**src/common/od_pkg.sv**
```systemverilog
// package: object-dictionary constants for the transmit mapping block
// assumes: included before any design file
package od_pkg;
  // dictionary indices of the three mapping tables
  localparam logic [15:0] TX1_MAP_IDX = 16'h1a00;
  localparam logic [15:0] TX2_MAP_IDX = 16'h1a01;
  localparam logic [15:0] TX3_MAP_IDX = 16'h1a02;
  // standard profile objects
  localparam logic [15:0] ERR_CODE_IDX  = 16'h603f;
  localparam logic [15:0] CTRL_WORD_IDX = 16'h6040;
  localparam logic [15:0] STAT_WORD_IDX = 16'h6041;
  localparam logic [15:0] QSTOP_OPT_IDX = 16'h605a;
  localparam logic [15:0] DIS_OPT_IDX   = 16'h605c;
  localparam logic [15:0] OP_MODE_IDX   = 16'h6060;
  localparam logic [15:0] MODE_DISP_IDX = 16'h6061;
  localparam logic [15:0] SUP_MODES_IDX = 16'h6502;
  // reset values and fixed third-table contents
  localparam logic [7:0]  TX1_COUNT_RST = 8'h02;
  localparam logic [31:0] TX1_E1_RST    = 32'h60410010;
  localparam logic [31:0] TX1_E2_RST    = 32'h20020510;
  localparam logic [31:0] TX1_E3_RST    = 32'h20421f10;
  localparam logic [31:0] TX1_E4_RST    = 32'h20380710;
  localparam logic [7:0]  TX2_COUNT_RST = 8'h00;
  localparam logic [31:0] TX2_E_RST     = 32'h00000000;
  localparam logic [7:0]  TX3_COUNT     = 8'h04;
  localparam logic [31:0] TX3_E1        = 32'h20612a10;
  localparam logic [31:0] TX3_E2        = 32'h20612b10;
  localparam logic [31:0] TX3_E3        = 32'h20612c10;
  localparam logic [31:0] TX3_E4        = 32'h20612d10;
  // link limits
  localparam int MAX_PAYLOAD_BYTES = 8;
  localparam int COB_ID_SPACE      = 2048;
  localparam int MAX_MAP_ENTRIES   = 4;
  // access answers
  localparam logic [1:0] ACK_OK      = 2'h0;
  localparam logic [1:0] ACK_NO_OBJ  = 2'h1;
  localparam logic [1:0] ACK_RO      = 2'h2;
  localparam logic [1:0] ACK_STATE   = 2'h3;
  // operating states of the drive profile
  typedef enum logic [3:0] {
    ST_NOT_READY  = 4'h1,
    ST_SW_ON_DIS  = 4'h2,
    ST_READY      = 4'h3,
    ST_SWITCHED   = 4'h4,
    ST_OP_ENABLED = 4'h5,
    ST_QSTOP      = 4'h6,
    ST_FAULT_REAC = 4'h7,
    ST_FAULT      = 4'h8
  } op_state_t;
endpackage

```
**src/tpdo_map_od.sv**
```systemverilog
// holds: transmit mapping dictionary, profile object list, restricted-write guard
// assumes: controller accesses arrive as one-cycle requests synchronous to mclk_i
// Behaviour
// - table one resets two entries, status word
// - table one entry two is motor current
// - entries three, four thermal and malfunction, inactive
// - table two resets empty, all entries zero
// - table three read-only, always four entries
// - table three maps scanner words ascending
// - standard profile objects are recognised
// - restricted writes refused in states five, six
// - restricted write in state four goes two
// - payload never exceeds eight bytes while every counted entry length is 64 bits or less
// - object identifiers are eleven bits wide
// - warnings reported, state left unchanged
// - fault held until controller fault reset arrives with the error cause removed
`timescale 1ns/1ps
`default_nettype none
module tpdo_map_od
  import od_pkg::*;
(
  input  wire logic              mclk_i,        // system clock
  input  wire logic              reset_n_i,     // async reset, active low
  input  wire logic              req_i,         // access request pulse
  input  wire logic              wr_i,          // 1 write, 0 read
  input  wire logic [15:0]       idx_i,         // object index
  input  wire logic [7:0]        sub_i,         // subindex
  input  wire logic [31:0]       wdata_i,       // write data
  input  wire logic              rws_wr_i,      // write to a restricted_write_param
  input  wire logic [10:0]       cob_id_i,      // identifier of accessed object
  input  wire logic [1:0]        tx_sel_i,      // table used for frame build
  input  wire logic [2:0]        state_req_i,   // profile transition request code
  input  wire logic              warn_i,        // warning detected
  input  wire logic              fault_i,       // error detected
  input  wire logic              fault_rst_i,   // fault reset command
  input  wire logic              cause_gone_i,  // error cause removed
  output logic                   ack_o,         // answer pulse
  output logic [1:0]             ack_code_o,    // answer code
  output logic [31:0]            rdata_o,       // read data
  output logic                   rws_ok_o,      // restricted write accepted
  output od_pkg::op_state_t      state_o,       // operating state
  output logic                   warn_o,        // warning report
  output logic [3:0]             tx_bytes_o,    // payload length of built frame
  output logic [15:0]            tx_idx_o,      // first mapped index of frame
  output logic [10:0]            cob_id_o       // echoed identifier
);

  // table storage
  logic [7:0]  tx1_count_ff;
  logic [31:0] tx1_entry_ff [MAX_MAP_ENTRIES];
  logic [7:0]  tx2_count_ff;
  logic [31:0] tx2_entry_ff [MAX_MAP_ENTRIES];
  op_state_t   state_ff;
  op_state_t   nxt_state;
  logic        is_w1, is_w2;  // writes targeting a writable table
  logic        rws_block;     // restricted write blocked in this state
  logic [31:0] tx3_rom [MAX_MAP_ENTRIES];

  // fixed third table
  assign tx3_rom[0] = TX3_E1;
  assign tx3_rom[1] = TX3_E2;
  assign tx3_rom[2] = TX3_E3;
  assign tx3_rom[3] = TX3_E4;

  assign rws_block = (state_ff == ST_OP_ENABLED) || (state_ff == ST_QSTOP);
  assign is_w1 = req_i && wr_i && idx_i == TX1_MAP_IDX && sub_i <= 8'h04 && !(rws_wr_i && rws_block);
  assign is_w2 = req_i && wr_i && idx_i == TX2_MAP_IDX && sub_i <= 8'h04 && !(rws_wr_i && rws_block);

  // first table, writable with defaults
  always_ff @(posedge mclk_i or negedge reset_n_i)
  begin
    if (!reset_n_i)
    begin
      tx1_count_ff    <= TX1_COUNT_RST;
      tx1_entry_ff[0] <= TX1_E1_RST;
      tx1_entry_ff[1] <= TX1_E2_RST;
      tx1_entry_ff[2] <= TX1_E3_RST;
      tx1_entry_ff[3] <= TX1_E4_RST;
    end
    else if (is_w1)
    begin
      // count limited to four entries
      if (sub_i == 8'h00)
      begin
        if (wdata_i[7:0] <= 8'h04)
          tx1_count_ff <= wdata_i[7:0];
      end
      else
        tx1_entry_ff[sub_i[1:0] - 2'h1] <= wdata_i;
    end
  end

  // second table, empty after reset
  always_ff @(posedge mclk_i or negedge reset_n_i)
  begin
    if (!reset_n_i)
    begin
      tx2_count_ff <= TX2_COUNT_RST;
      for (int i = 0; i < MAX_MAP_ENTRIES; i++)
        tx2_entry_ff[i] <= TX2_E_RST;
    end
    else if (is_w2)
    begin
      if (sub_i == 8'h00)
      begin
        if (wdata_i[7:0] <= 8'h04)
          tx2_count_ff <= wdata_i[7:0];
      end
      else
        tx2_entry_ff[sub_i[1:0] - 2'h1] <= wdata_i;
    end
  end

  // read mux and answer code
  always_ff @(posedge mclk_i or negedge reset_n_i)
  begin
    if (!reset_n_i)
    begin
      ack_o      <= 1'b0;
      ack_code_o <= ACK_OK;
      rdata_o    <= 32'h00000000;
      rws_ok_o   <= 1'b0;
      cob_id_o   <= 11'h000;
    end
    else
    begin
      ack_o    <= req_i;
      rws_ok_o <= req_i && wr_i && rws_wr_i && !rws_block;
      cob_id_o <= req_i ? cob_id_i : cob_id_o;
      if (!req_i)
        ack_code_o <= ACK_OK;
      else if (wr_i && rws_wr_i && rws_block)
        ack_code_o <= ACK_STATE;
      else if (idx_i == TX1_MAP_IDX || idx_i == TX2_MAP_IDX)
      begin
        // subindex range check
        ack_code_o <= (sub_i <= 8'h04) ? ACK_OK : ACK_NO_OBJ;
        if (!wr_i)
        begin
          if (sub_i == 8'h00)
            rdata_o <= {24'h000000, idx_i == TX1_MAP_IDX ? tx1_count_ff : tx2_count_ff};
          else if (sub_i <= 8'h04)
            rdata_o <= idx_i == TX1_MAP_IDX ? tx1_entry_ff[sub_i[1:0] - 2'h1]
                                            : tx2_entry_ff[sub_i[1:0] - 2'h1];
        end
      end
      else if (idx_i == TX3_MAP_IDX)
      begin
        // read-only table refuses writes
        if (wr_i)
          ack_code_o <= ACK_RO;
        else if (sub_i == 8'h00)
        begin
          ack_code_o <= ACK_OK;
          rdata_o    <= {24'h000000, TX3_COUNT};
        end
        else if (sub_i <= 8'h04)
        begin
          ack_code_o <= ACK_OK;
          rdata_o    <= tx3_rom[sub_i[1:0] - 2'h1];
        end
        else
          ack_code_o <= ACK_NO_OBJ;
      end
      else if (idx_i == ERR_CODE_IDX || idx_i == CTRL_WORD_IDX || idx_i == STAT_WORD_IDX
               || idx_i == QSTOP_OPT_IDX || idx_i == DIS_OPT_IDX || idx_i == OP_MODE_IDX
               || idx_i == MODE_DISP_IDX || idx_i == SUP_MODES_IDX)
      begin
        // profile objects known; status word reads the state
        ack_code_o <= ACK_OK;
        if (!wr_i)
          rdata_o <= (idx_i == STAT_WORD_IDX) ? {28'h0000000, state_ff} : 32'h00000000;
      end
      else
        ack_code_o <= ACK_NO_OBJ;
    end
  end

  // next operating state
  always_comb
  begin
    nxt_state = state_ff;
    if (state_ff == ST_FAULT)
    begin
      // leave fault only on reset after cause removed
      if (fault_rst_i && cause_gone_i)
        nxt_state = ST_SW_ON_DIS;
    end
    else if (fault_i)
      nxt_state = ST_FAULT;
    else if (req_i && wr_i && rws_wr_i && state_ff == ST_SWITCHED)
      nxt_state = ST_SW_ON_DIS;
    else
    begin
      case (state_req_i)
        3'h1: nxt_state = ST_READY;
        3'h2: nxt_state = ST_SWITCHED;
        3'h3: nxt_state = ST_OP_ENABLED;
        3'h4: nxt_state = ST_QSTOP;
        3'h5: nxt_state = ST_SW_ON_DIS;
        default: nxt_state = state_ff;
      endcase
    end
  end

  // state register; warning has no say in it
  always_ff @(posedge mclk_i or negedge reset_n_i)
  begin
    if (!reset_n_i)
      state_ff <= ST_SW_ON_DIS;
    else
      state_ff <= nxt_state;
  end
  assign state_o = state_ff;

  // warning report only
  always_ff @(posedge mclk_i or negedge reset_n_i)
  begin
    if (!reset_n_i)
      warn_o <= 1'b0;
    else
      warn_o <= warn_i;
  end

  // frame build from selected table
  logic [7:0]  sel_count;
  logic [31:0] sel_e [MAX_MAP_ENTRIES];
  logic [15:0] dec_idx  [MAX_MAP_ENTRIES];
  logic [7:0]  dec_bits [MAX_MAP_ENTRIES];
  logic [7:0]  sum_bits;

  always_comb
  begin
    sel_count = (tx_sel_i == 2'h0) ? tx1_count_ff : (tx_sel_i == 2'h1) ? tx2_count_ff : TX3_COUNT;
    for (int i = 0; i < MAX_MAP_ENTRIES; i++)
      sel_e[i] = (tx_sel_i == 2'h0) ? tx1_entry_ff[i] : (tx_sel_i == 2'h1) ? tx2_entry_ff[i] : tx3_rom[i];
  end

  // per-entry field decoders
  for (genvar g = 0; g < MAX_MAP_ENTRIES; g++)
  begin : g_dec
    map_entry_decode u_map_entry_decode (
      .entry_i    (sel_e[g]),
      .index_o    (dec_idx[g]),
      .subindex_o (),
      .bits_o     (dec_bits[g])
    );
  end

  // sum lengths of counted entries, skipping any entry of up to 64 bits that would take the sum past 64 bits
  always_comb
  begin
    sum_bits = 8'h00;
    for (int i = 0; i < MAX_MAP_ENTRIES; i++)
      if (8'(i) < sel_count && sum_bits <= 8'(MAX_PAYLOAD_BYTES * 8) - dec_bits[i])
        sum_bits = sum_bits + dec_bits[i];
  end

  // frame length capped at eight bytes for entry lengths up to 64 bits
  always_ff @(posedge mclk_i or negedge reset_n_i)
  begin
    if (!reset_n_i)
    begin
      tx_bytes_o <= 4'h0;
      tx_idx_o   <= 16'h0000;
    end
    else
    begin
      tx_bytes_o <= sum_bits[6:3];
      tx_idx_o   <= (sel_count != 8'h00) ? dec_idx[0] : 16'h0000;
    end
  end

  // checks
  property p_fault_hold;
    @(posedge mclk_i) disable iff (!reset_n_i)
      state_ff == ST_FAULT && !(fault_rst_i && cause_gone_i) |=> state_ff == ST_FAULT;
  endproperty
  a_fault_hold: assert property (p_fault_hold) else $error("fault left without reset");

  property p_rws_block;
    @(posedge mclk_i) disable iff (!reset_n_i)
      req_i && wr_i && rws_wr_i && rws_block |=> ack_o && ack_code_o == ACK_STATE && !rws_ok_o;
  endproperty
  a_rws_block: assert property (p_rws_block) else $error("restricted write not refused");

  property p_rws_drop;
    @(posedge mclk_i) disable iff (!reset_n_i)
      req_i && wr_i && rws_wr_i && state_ff == ST_SWITCHED && !fault_i |=> state_ff == ST_SW_ON_DIS;
  endproperty
  a_rws_drop: assert property (p_rws_drop) else $error("switched-on write did not drop");

  property p_payload;
    @(posedge mclk_i) disable iff (!reset_n_i) tx_bytes_o <= 4'h8;
  endproperty
  a_payload: assert property (p_payload) else $error("payload above eight bytes");

  property p_tx3_ro;
    @(posedge mclk_i) disable iff (!reset_n_i)
      req_i && wr_i && idx_i == TX3_MAP_IDX && !(rws_wr_i && rws_block) |=> ack_code_o == ACK_RO;
  endproperty
  a_tx3_ro: assert property (p_tx3_ro) else $error("fixed table write accepted");

  property p_tx3_read;
    @(posedge mclk_i) disable iff (!reset_n_i)
      req_i && !wr_i && idx_i == TX3_MAP_IDX && sub_i == 8'h04 |=> rdata_o == TX3_E4;
  endproperty
  a_tx3_read: assert property (p_tx3_read) else $error("fixed entry four wrong");

  property p_profile;
    @(posedge mclk_i) disable iff (!reset_n_i)
      req_i && !wr_i && idx_i == STAT_WORD_IDX |=> ack_code_o == ACK_OK && rdata_o[3:0] == $past(state_ff);
  endproperty
  a_profile: assert property (p_profile) else $error("status word read wrong");

  property p_empty;
    @(posedge mclk_i) disable iff (!reset_n_i)
      tx_sel_i == 2'h1 && tx2_count_ff == 8'h00 |=> tx_bytes_o == 4'h0 && tx_idx_o == 16'h0000;
  endproperty
  a_empty: assert property (p_empty) else $error("empty table built data");

  property p_count_wr;
    @(posedge mclk_i) disable iff (!reset_n_i)
      is_w1 && sub_i == 8'h00 && wdata_i[7:0] <= 8'h04 |=> tx1_count_ff == $past(wdata_i[7:0]);
  endproperty
  a_count_wr: assert property (p_count_wr) else $error("count write lost");
endmodule
`default_nettype wire

```
**src/map_entry_decode.sv**
```systemverilog
// holds: split of one 32-bit mapping entry into index, subindex, length
// assumes: purely combinational use inside the dictionary block
`timescale 1ns/1ps
`default_nettype none
module map_entry_decode (
  input  wire logic [31:0] entry_i,     // raw mapping entry
  output logic      [15:0] index_o,     // object index
  output logic      [7:0]  subindex_o,  // object subindex
  output logic      [7:0]  bits_o       // length in bits
);
  // field split of the entry
  assign index_o    = entry_i[31:16];
  assign subindex_o = entry_i[15:8];
  assign bits_o     = entry_i[7:0];
endmodule
`default_nettype wire

```
**config.mk**
```make
export PLATFORM = sky130hd
export DESIGN_NAME = tpdo_map_od
export DESIGN_NICKNAME = d
export VERILOG_FILES = /design/src/common/od_pkg.sv /design/src/tpdo_map_od.sv /design/src/map_entry_decode.sv
export SDC_FILE = /design/constraint.sdc
export NUM_CORES = 1
export LEC_CHECK = 0
export ABC_AREA = 1
export BUFFER_PORTS_ARGS = -buffer_cell sky130_fd_sc_hd__buf_2
export CAP_MARGIN = 20
export CORE_ASPECT_RATIO = 1.75
export CORE_MARGIN = 4
export CORE_UTILIZATION = 53
export CTS_BUF_LIST = sky130_fd_sc_hd__clkbuf_8
export CTS_CLUSTER_DIAMETER = 150
export CTS_CLUSTER_SIZE = 10
export DETAILED_ROUTE_END_ITERATION = 10
export GPL_TIMING_DRIVEN = 1
export PLACE_DENSITY_LB_ADDON = 0.05
export SLEW_MARGIN = 25
export SYNTH_ARGS = -nofsm -noshare
export SYNTH_HDL_FRONTEND = slang
export SYNTH_SLANG_ARGS = --single-unit
```
**constraint.sdc**
```tcl
create_clock -name mclk_i -period 6.02 [get_ports mclk_i]
set_input_delay 1.204 -clock mclk_i [delete_from_list [all_inputs] [get_ports mclk_i]]
set_output_delay 1.204 -clock mclk_i [all_outputs]
set_load 0.01 [all_outputs]
```
==> results of run 1 <==
==> power by group <==
part / leakage [nW] / total (W) / internal, W / switching [W]
registers: 4.60 / 0.00237 / 0.00235 / 0.0000215
logic: 5.14 / 0.000817 / 0.000313 / 0.000504
clock network: 0.459 / 0.00149 / 0.000632 / 0.000862
total: 10.2 / 0.00468 / 0.00329 / 0.00139
==> registers in the layout, summed over array words and instances (netlist names) <==
signal,count
tx1_entry_ff,128
tx_idx_o,16
state_o,4
rws_ok_o,1
ack_code_o,2
cob_id_o,11
rdata_o,32
tx2_count_ff,8
warn_o,1
tx1_count_ff,8
tx_bytes_o,4
ack_o,1
tx2_entry_ff,128
==> repair_timing <==
item,in CTS,in global routing
gates resized for setup,0,48
buffers inserted,0,2
setup endpoints to repair,0,4
==> how the worst min path moves through the flow <==
stage                                 from               end  cells past startpoint
after floorplan           tx1_entry_ff[10]  tx1_entry_ff[10]                      2
after global placement         rdata_o[28]       rdata_o[28]                      2
after detailed placement       rdata_o[28]       rdata_o[28]                      2
after CTS                      rdata_o[28]       rdata_o[28]                      2
after global routing      tx1_entry_ff[44]  tx1_entry_ff[44]                      2
final                          rdata_o[28]       rdata_o[28]                      2
==> synthesized netlist by cell type (3+ instances only) <==
cell type  number
nor3_1         14
ha_1           52
xor2_1         24
xnor2_1         5
nand4_1         8
nor2_2          6
o21ai_0       178
mux2_2         11
inv_2          13
o21ai_2        11
nor2_4          3
nand2_2         5
buf_6          19
a22oi_1        43
o22ai_1        35
a21o_1          3
a32o_1         21
clkbuf_1       44
o21ai_1       142
clkbuf_2        3
nand3b_1        4
buf_2          38
or2_2           5
nand3_1        64
nor3b_1         3
nand3_4        10
nor2_8          3
buf_4           8
mux2i_1         3
dfrtp_1       315
dfstp_2        29
nor2_1        119
o211ai_1        6
buf_1          12
nand2_1       640
inv_1         181
a211oi_1       15
and2_1          3
a21oi_1       127
==> metal layers <==
metal / up-vias / global-route usage, %
met5: - / 0
met4: 0 / 15.5
met3: 142 / 3.20
met2: 449 / 52.6
met1: 7813 / 32.2
li1: 7819 / -
==> logic make-up (layout without fill, tap and decap cells) <==
group,count (synthesis),after routing
AND/OR/NAND/NOR,895,895
AO/OA/AOI/OAI,593,593
flip-flops,344,344
buffers and inverters,318,536
adder cells (fa/ha/maj),54,54
XOR/XNOR,29,29
multiplexers,14,14
other,0,1
==> worst max-delay path: cells and delay by family <==
kind,cells,cell delay (ns)
AO/OA/AOI/OAI,11,1.12
buffers and inverters,8,1.12
adder cells (fa/ha/maj),3,0.90
AND/OR/NAND/NOR,15,1.88
==> final cells by class <==
class                   count  area share [%]
inverters                 194            3.54
clock buffers              40            2.65
multi-input cells        1585            40.6
well taps                 455            2.74
flip-flops and latches    344            41.6
clock inverters            32           0.746
diodes                      1          0.0120
repair buffers            270            8.09
==> placed cells by master (no fill, tap or decap), types with 21 or more instances in the layout <==
cell type | netlist | final
buf_2 | 38 | 149
dfstp_2 | 29 | 29
ha_1 | 52 | 49
a32o_1 | 21 | 21
o22ai_1 | 35 | 30
o21ai_1 | 142 | 146
nor2_1 | 119 | 112
clkbuf_8 | 0 | 40
a21oi_1 | 127 | 124
nand3_1 | 64 | 62
o21ai_0 | 178 | 173
nand2_1 | 640 | 632
xor2_1 | 24 | 23
buf_4 | 8 | 116
inv_1 | 181 | 203
a22oi_1 | 43 | 43
dfrtp_1 | 315 | 315
==> through the flow <==
step                      setup TNS, ns  worst slack, ns  cells  power, W  cell area (µm²)
after floorplan                       0          0.00873   2247   0.00283            18400
after detailed placement          -2.15           -0.582   2846   0.00321            19900
final                                 0            0.300   2921   0.00468            20800
after global placement            -1.76           -0.491   2846   0.00320            19900
after CTS                             0           0.0280   2918   0.00470            20600
after global routing            -0.0461          -0.0369   2921   0.00491            20800
==> flow_summary.toml, run 1 <==
[logic_synthesis]
synth_top_area_share_pct = 42.9
synthXorXnorAreaFrac_pct = 1.38
yosys.area_share.simple_pct = 20.8
synthAdderAreaFrac_pct = 3.76
synth_fp_nets = 2382
synthMuxAreaShare_pct = 0.839
synth_area_leaders = "dfrtp_1, nand2_1, o21ai_0, dfstp_2, o21ai_1"
avgSynthCellArea_um2 = 8.17
synth_top_family_by_area = "simple AND/OR/NAND/NOR gates"
synth_cells = 2247
synth_seq_area_share_pct = 47.1
synth-seq-cells = 344
synth_edf_count = 0
syn_area_um2 = 18400
synthArstFlopShare_pct = 100
synth.distinct_cells = 55
yosys_warnings = 0
synth_compound_area_share_pct = 18.4
synthFlopType = "dfrtp_1"
yosysTopAreaCell = "dfrtp_1"

[sta]
maxSlewHeadroom_pct = 30.6
setup_viol = 0
worst_pin_slew_ns = 1.04
fin_crit_sh_pct = 95.0
maxSlewViolCount = 0
finClkSkew_ns = 0.0372
holdWs_ns = 0.466
period_minus_slack_ns = 5.72
hold_viol_final = 0
fmax_mhz = 175

[drt]
avgViaCountPerCell = 5.55
highest_layer = "met4"
ant_nets = 0
wl_um = 54400
remaining_drc_errors = 0
wl_met2_um = 28800
vias = 16223
met1_length_um = 20200
wl_met3_um = 2190
initialDrtViolationCount = 1178
dr.pass1.iters = 7
routedWlPerCell_um = 18.6

[cells_and_area]
finish.utilization_pct = 61.2
seqCellArea_um2 = 8640
fill_cells = 3223
syn_to_final_growth_pct = 13.3
drive_gt1_share_pct = 18.5
nets = 2570
multi_input_area_um2 = 8450

[setup_path]
path_max_fanout = 8
r2r_start = "tx2_count_ff[6]"
crit_path_end_kind = "register"
worstSetupPathType = "input pin to register"
critPathArrivalTime_ns = 6.24
slowest_stage = "ha_1"
required_ns = 6.54
timing.rr.end = "tx_bytes_o[2]"
cp_common_cell = "nand2_1"
critPathMaxStageDelay_ns = 0.31
r2r_slack_ns = 0.76
cp-startpoint = "tx_sel_i[0]"
cp-start-kind = "input pin"
setup.worst_path.end = "tx_bytes_o[2]"
worstRegToRegCells = 35

[floorplanning]
initial_core_util_pct = 54.0
num_rows = 89
ios = 153
die_h_um = 254
coreArea_um2 = 34000
fp.dieW_um = 149
dieArea_um2 = 37800

[clocking]
htreeDepth = 2
cts_tree = "done"
postCtsHoldBufs = 0
root_buffer = "clkbuf_8"
cts_sinks = 344
clk_pin_slew_ns = 0.07
insertion_delay_ns = 0.60
cts_buffers = 40
clockBufferDepth = 3

[status]
status = "finished clean"

[power]
peakVddDrop_v = 0.000204
power_density_nw_per_um2 = 225
leakagePower_nw = 10.2

[grt]
grt_max_degree = 164
gr-usage-all-layers_pct = 28.6
grt_pass1_wl_um = 85700
antenna_found_initial = 1
grt_pass1_vias = 16355
grt-ovfl-total = 0

[placement]
hpwlAfterDp_um = 36300
portBuffers = 152
place_congestion = 0.912

[min_path]
min_path_type = "register to register"

[flow_run]
maxCapViolations = 0
(Power assumes the default switching activity.)
==> inputs of run 2 (changes only) <==
==> constraint.sdc (replaced) <==
create_clock -name mclk_i -period 6.02 [get_ports mclk_i]
set_input_delay 0.301 -clock mclk_i [delete_from_list [all_inputs] [get_ports mclk_i]]
set_output_delay 0.301 -clock mclk_i [all_outputs]
set_load 0.01 [all_outputs]
==> flow_summary.toml, run 2 (synthesized netlist as in run 1, its figures left out) <==
[sta]
finClkSkew_ns = 0.0421
maxSlewHeadroom_pct = 34.4
hold_viol_final = 0
setup_viol = 0
period_minus_slack_ns = 5.51
rsz0062_at_grt = "false"
finalSetupTns_ns = 0
fmax_mhz = 181
fin_crit_sh_pct = 91.5
worst_pin_slew_ns = 0.984
maxSlewViolCount = 0
holdWs_ns = 0.0271

[min_path]
min_path_cells = 1
holdPathEnd = "ack_o"
min_path_type = "input pin to register"
holdCritStartpoint = "req_i"

[drt]
vias = 16018
remaining_drc_errors = 0
routedWlPerCell_um = 18.8
dr.pass1.iters = 6
ant_nets = 0
initialDrtViolationCount = 975
avgViaCountPerCell = 5.62
wl_um = 53600

[setup_path]
worstRegToRegCells = 35
crit_path_end_kind = "register"
critPathMaxStageDelay_ns = 0.42
required_ns = 6.49
slowest_stage = "dfrtp_1"
timing.rr.end = "tx_bytes_o[3]"
path_max_fanout = 11
cp-start-kind = "register"
worstSetupPathType = "register to register"
path_buf_inv = 4
critPathArrivalTime_ns = 5.98
path_delay_family = "simple AND/OR/NAND/NOR gates"
r2r_slack_ns = 0.51
r2r_start = "tx2_entry_ff[65]"
cp_common_cell = "nand2_1"
cp.depth = 35

[power]
peakVddDrop_v = 0.000189
power_density_nw_per_um2 = 228
leakagePower_nw = 9.81
power.total_w = 0.00460

[placement]
dp.cells = 2759
portBuffers = 152
hpwlAfterDp_um = 35300
place_congestion = 0.922

[cells_and_area]
reg_top3 = "tx1_entry_ff: 128 flops, tx2_entry_ff: 128 flops, rdata_o: 32 flops"
nets = 2497
syn_to_final_growth_pct = 9.71
final_cells = 2849
final_cell_mix = "nand2_1, dfrtp_1, inv_1"
drive_gt1_share_pct = 14.1
final_common_cell = "nand2_1"

[floorplanning]
initial_core_util_pct = 54.0
dieArea_um2 = 37800
num_rows = 89
coreArea_um2 = 34000
ios = 153
fp.dieW_um = 149
die_h_um = 254

[clocking]
clk_pin_slew_ns = 0.09
clockBufferDepth = 3
htreeDepth = 2
cts_tree = "done"
root_buffer = "clkbuf_8"
insertion_delay_ns = 0.60
cts_sinks = 344
cts_buffers = 40

[flow_run]
maxCapViolations = 0

[grt]
grt-ovfl-total = 0
grt_pass1_vias = 16045
antenna_found_initial = 0
gr-usage-all-layers_pct = 28.1
grt_pass1_wl_um = 84400
grt_max_degree = 179

[status]
status = "finished clean"
-- run 2: area by class of cell --
| class | count | area, µm² |
|---|---|---|
| tap | 455 | 569 |
| antenna | 1 | 2.50 |
| multi-input combinational | 1585 | 8300 |
| timing repair buffer | 197 | 1180 |
| clock buffer | 40 | 551 |
| sequential | 344 | 8640 |
| fill | 3217 | 13800 |
| inverter | 194 | 729 |
| clock inverter | 33 | 159 |
-- run 2: worst register-to-register path, delay by kind of cell (launching register included) --
kind | cells | cell delay (ns)
compound gates | 6 | 1.16
fa+ha+maj | 3 | 0.99
simple gates | 20 | 2.13
xor+xnor | 2 | 0.35
buf+inv | 4 | 0.32
flops | 1 | 0.42
-- run 2: where the power goes --
part	leakage, nW	switching [W]	internal, W	total, W
Sequential	4.60	0.0000256	0.00235	0.00238
Clock	0.465	0.000880	0.000633	0.00151
Combinational	4.75	0.000471	0.000240	0.000710
Total	9.81	0.00138	0.00322	0.00460
-- run 2: timing repair --
action,CTS,global route
resized for setup,0,2
buffers inserted,0,0
endpoints found under the hold margin,100,0
hold buffers,15,0
endpoints found under the setup margin,0,4
-- run 2: worst max-delay path by stage --
stage,start,endpoint,slack (ns)
floorplan,tx_sel_i[0],tx_bytes_o[3],0.82
global placement,tx_sel_i[0],tx_bytes_o[3],0.32
detailed placement,tx_sel_i[0],tx_bytes_o[2],0.23
CTS,tx2_entry_ff[65],tx_bytes_o[3],0.44
global route,tx2_entry_ff[65],tx_bytes_o[3],0.007
finish,tx2_entry_ff[65],tx_bytes_o[3],0.51
-- run 2: through the flow --
stage / utilization [%] / area, µm² / worst slack, ns
after floorplan: - / 18400 / 0.822
after global placement: 56.7 / 19200 / 0.316
after detailed placement: 56.7 / 19200 / 0.232
after CTS: 59.2 / 20100 / 0.444
after global routing: 59.3 / 20100 / 0.00701
final: 59.3 / 20100 / 0.510
-- run 2: routing by layer --
metal	part of all wire, %	up-vias	GRT usage (%)
li1	-	7668	-
met1	38	7807	32.6
met2	53	408	51.8
met3	3.5	135	2.61
met4	5.1	0	13.7
met5	0	-	0
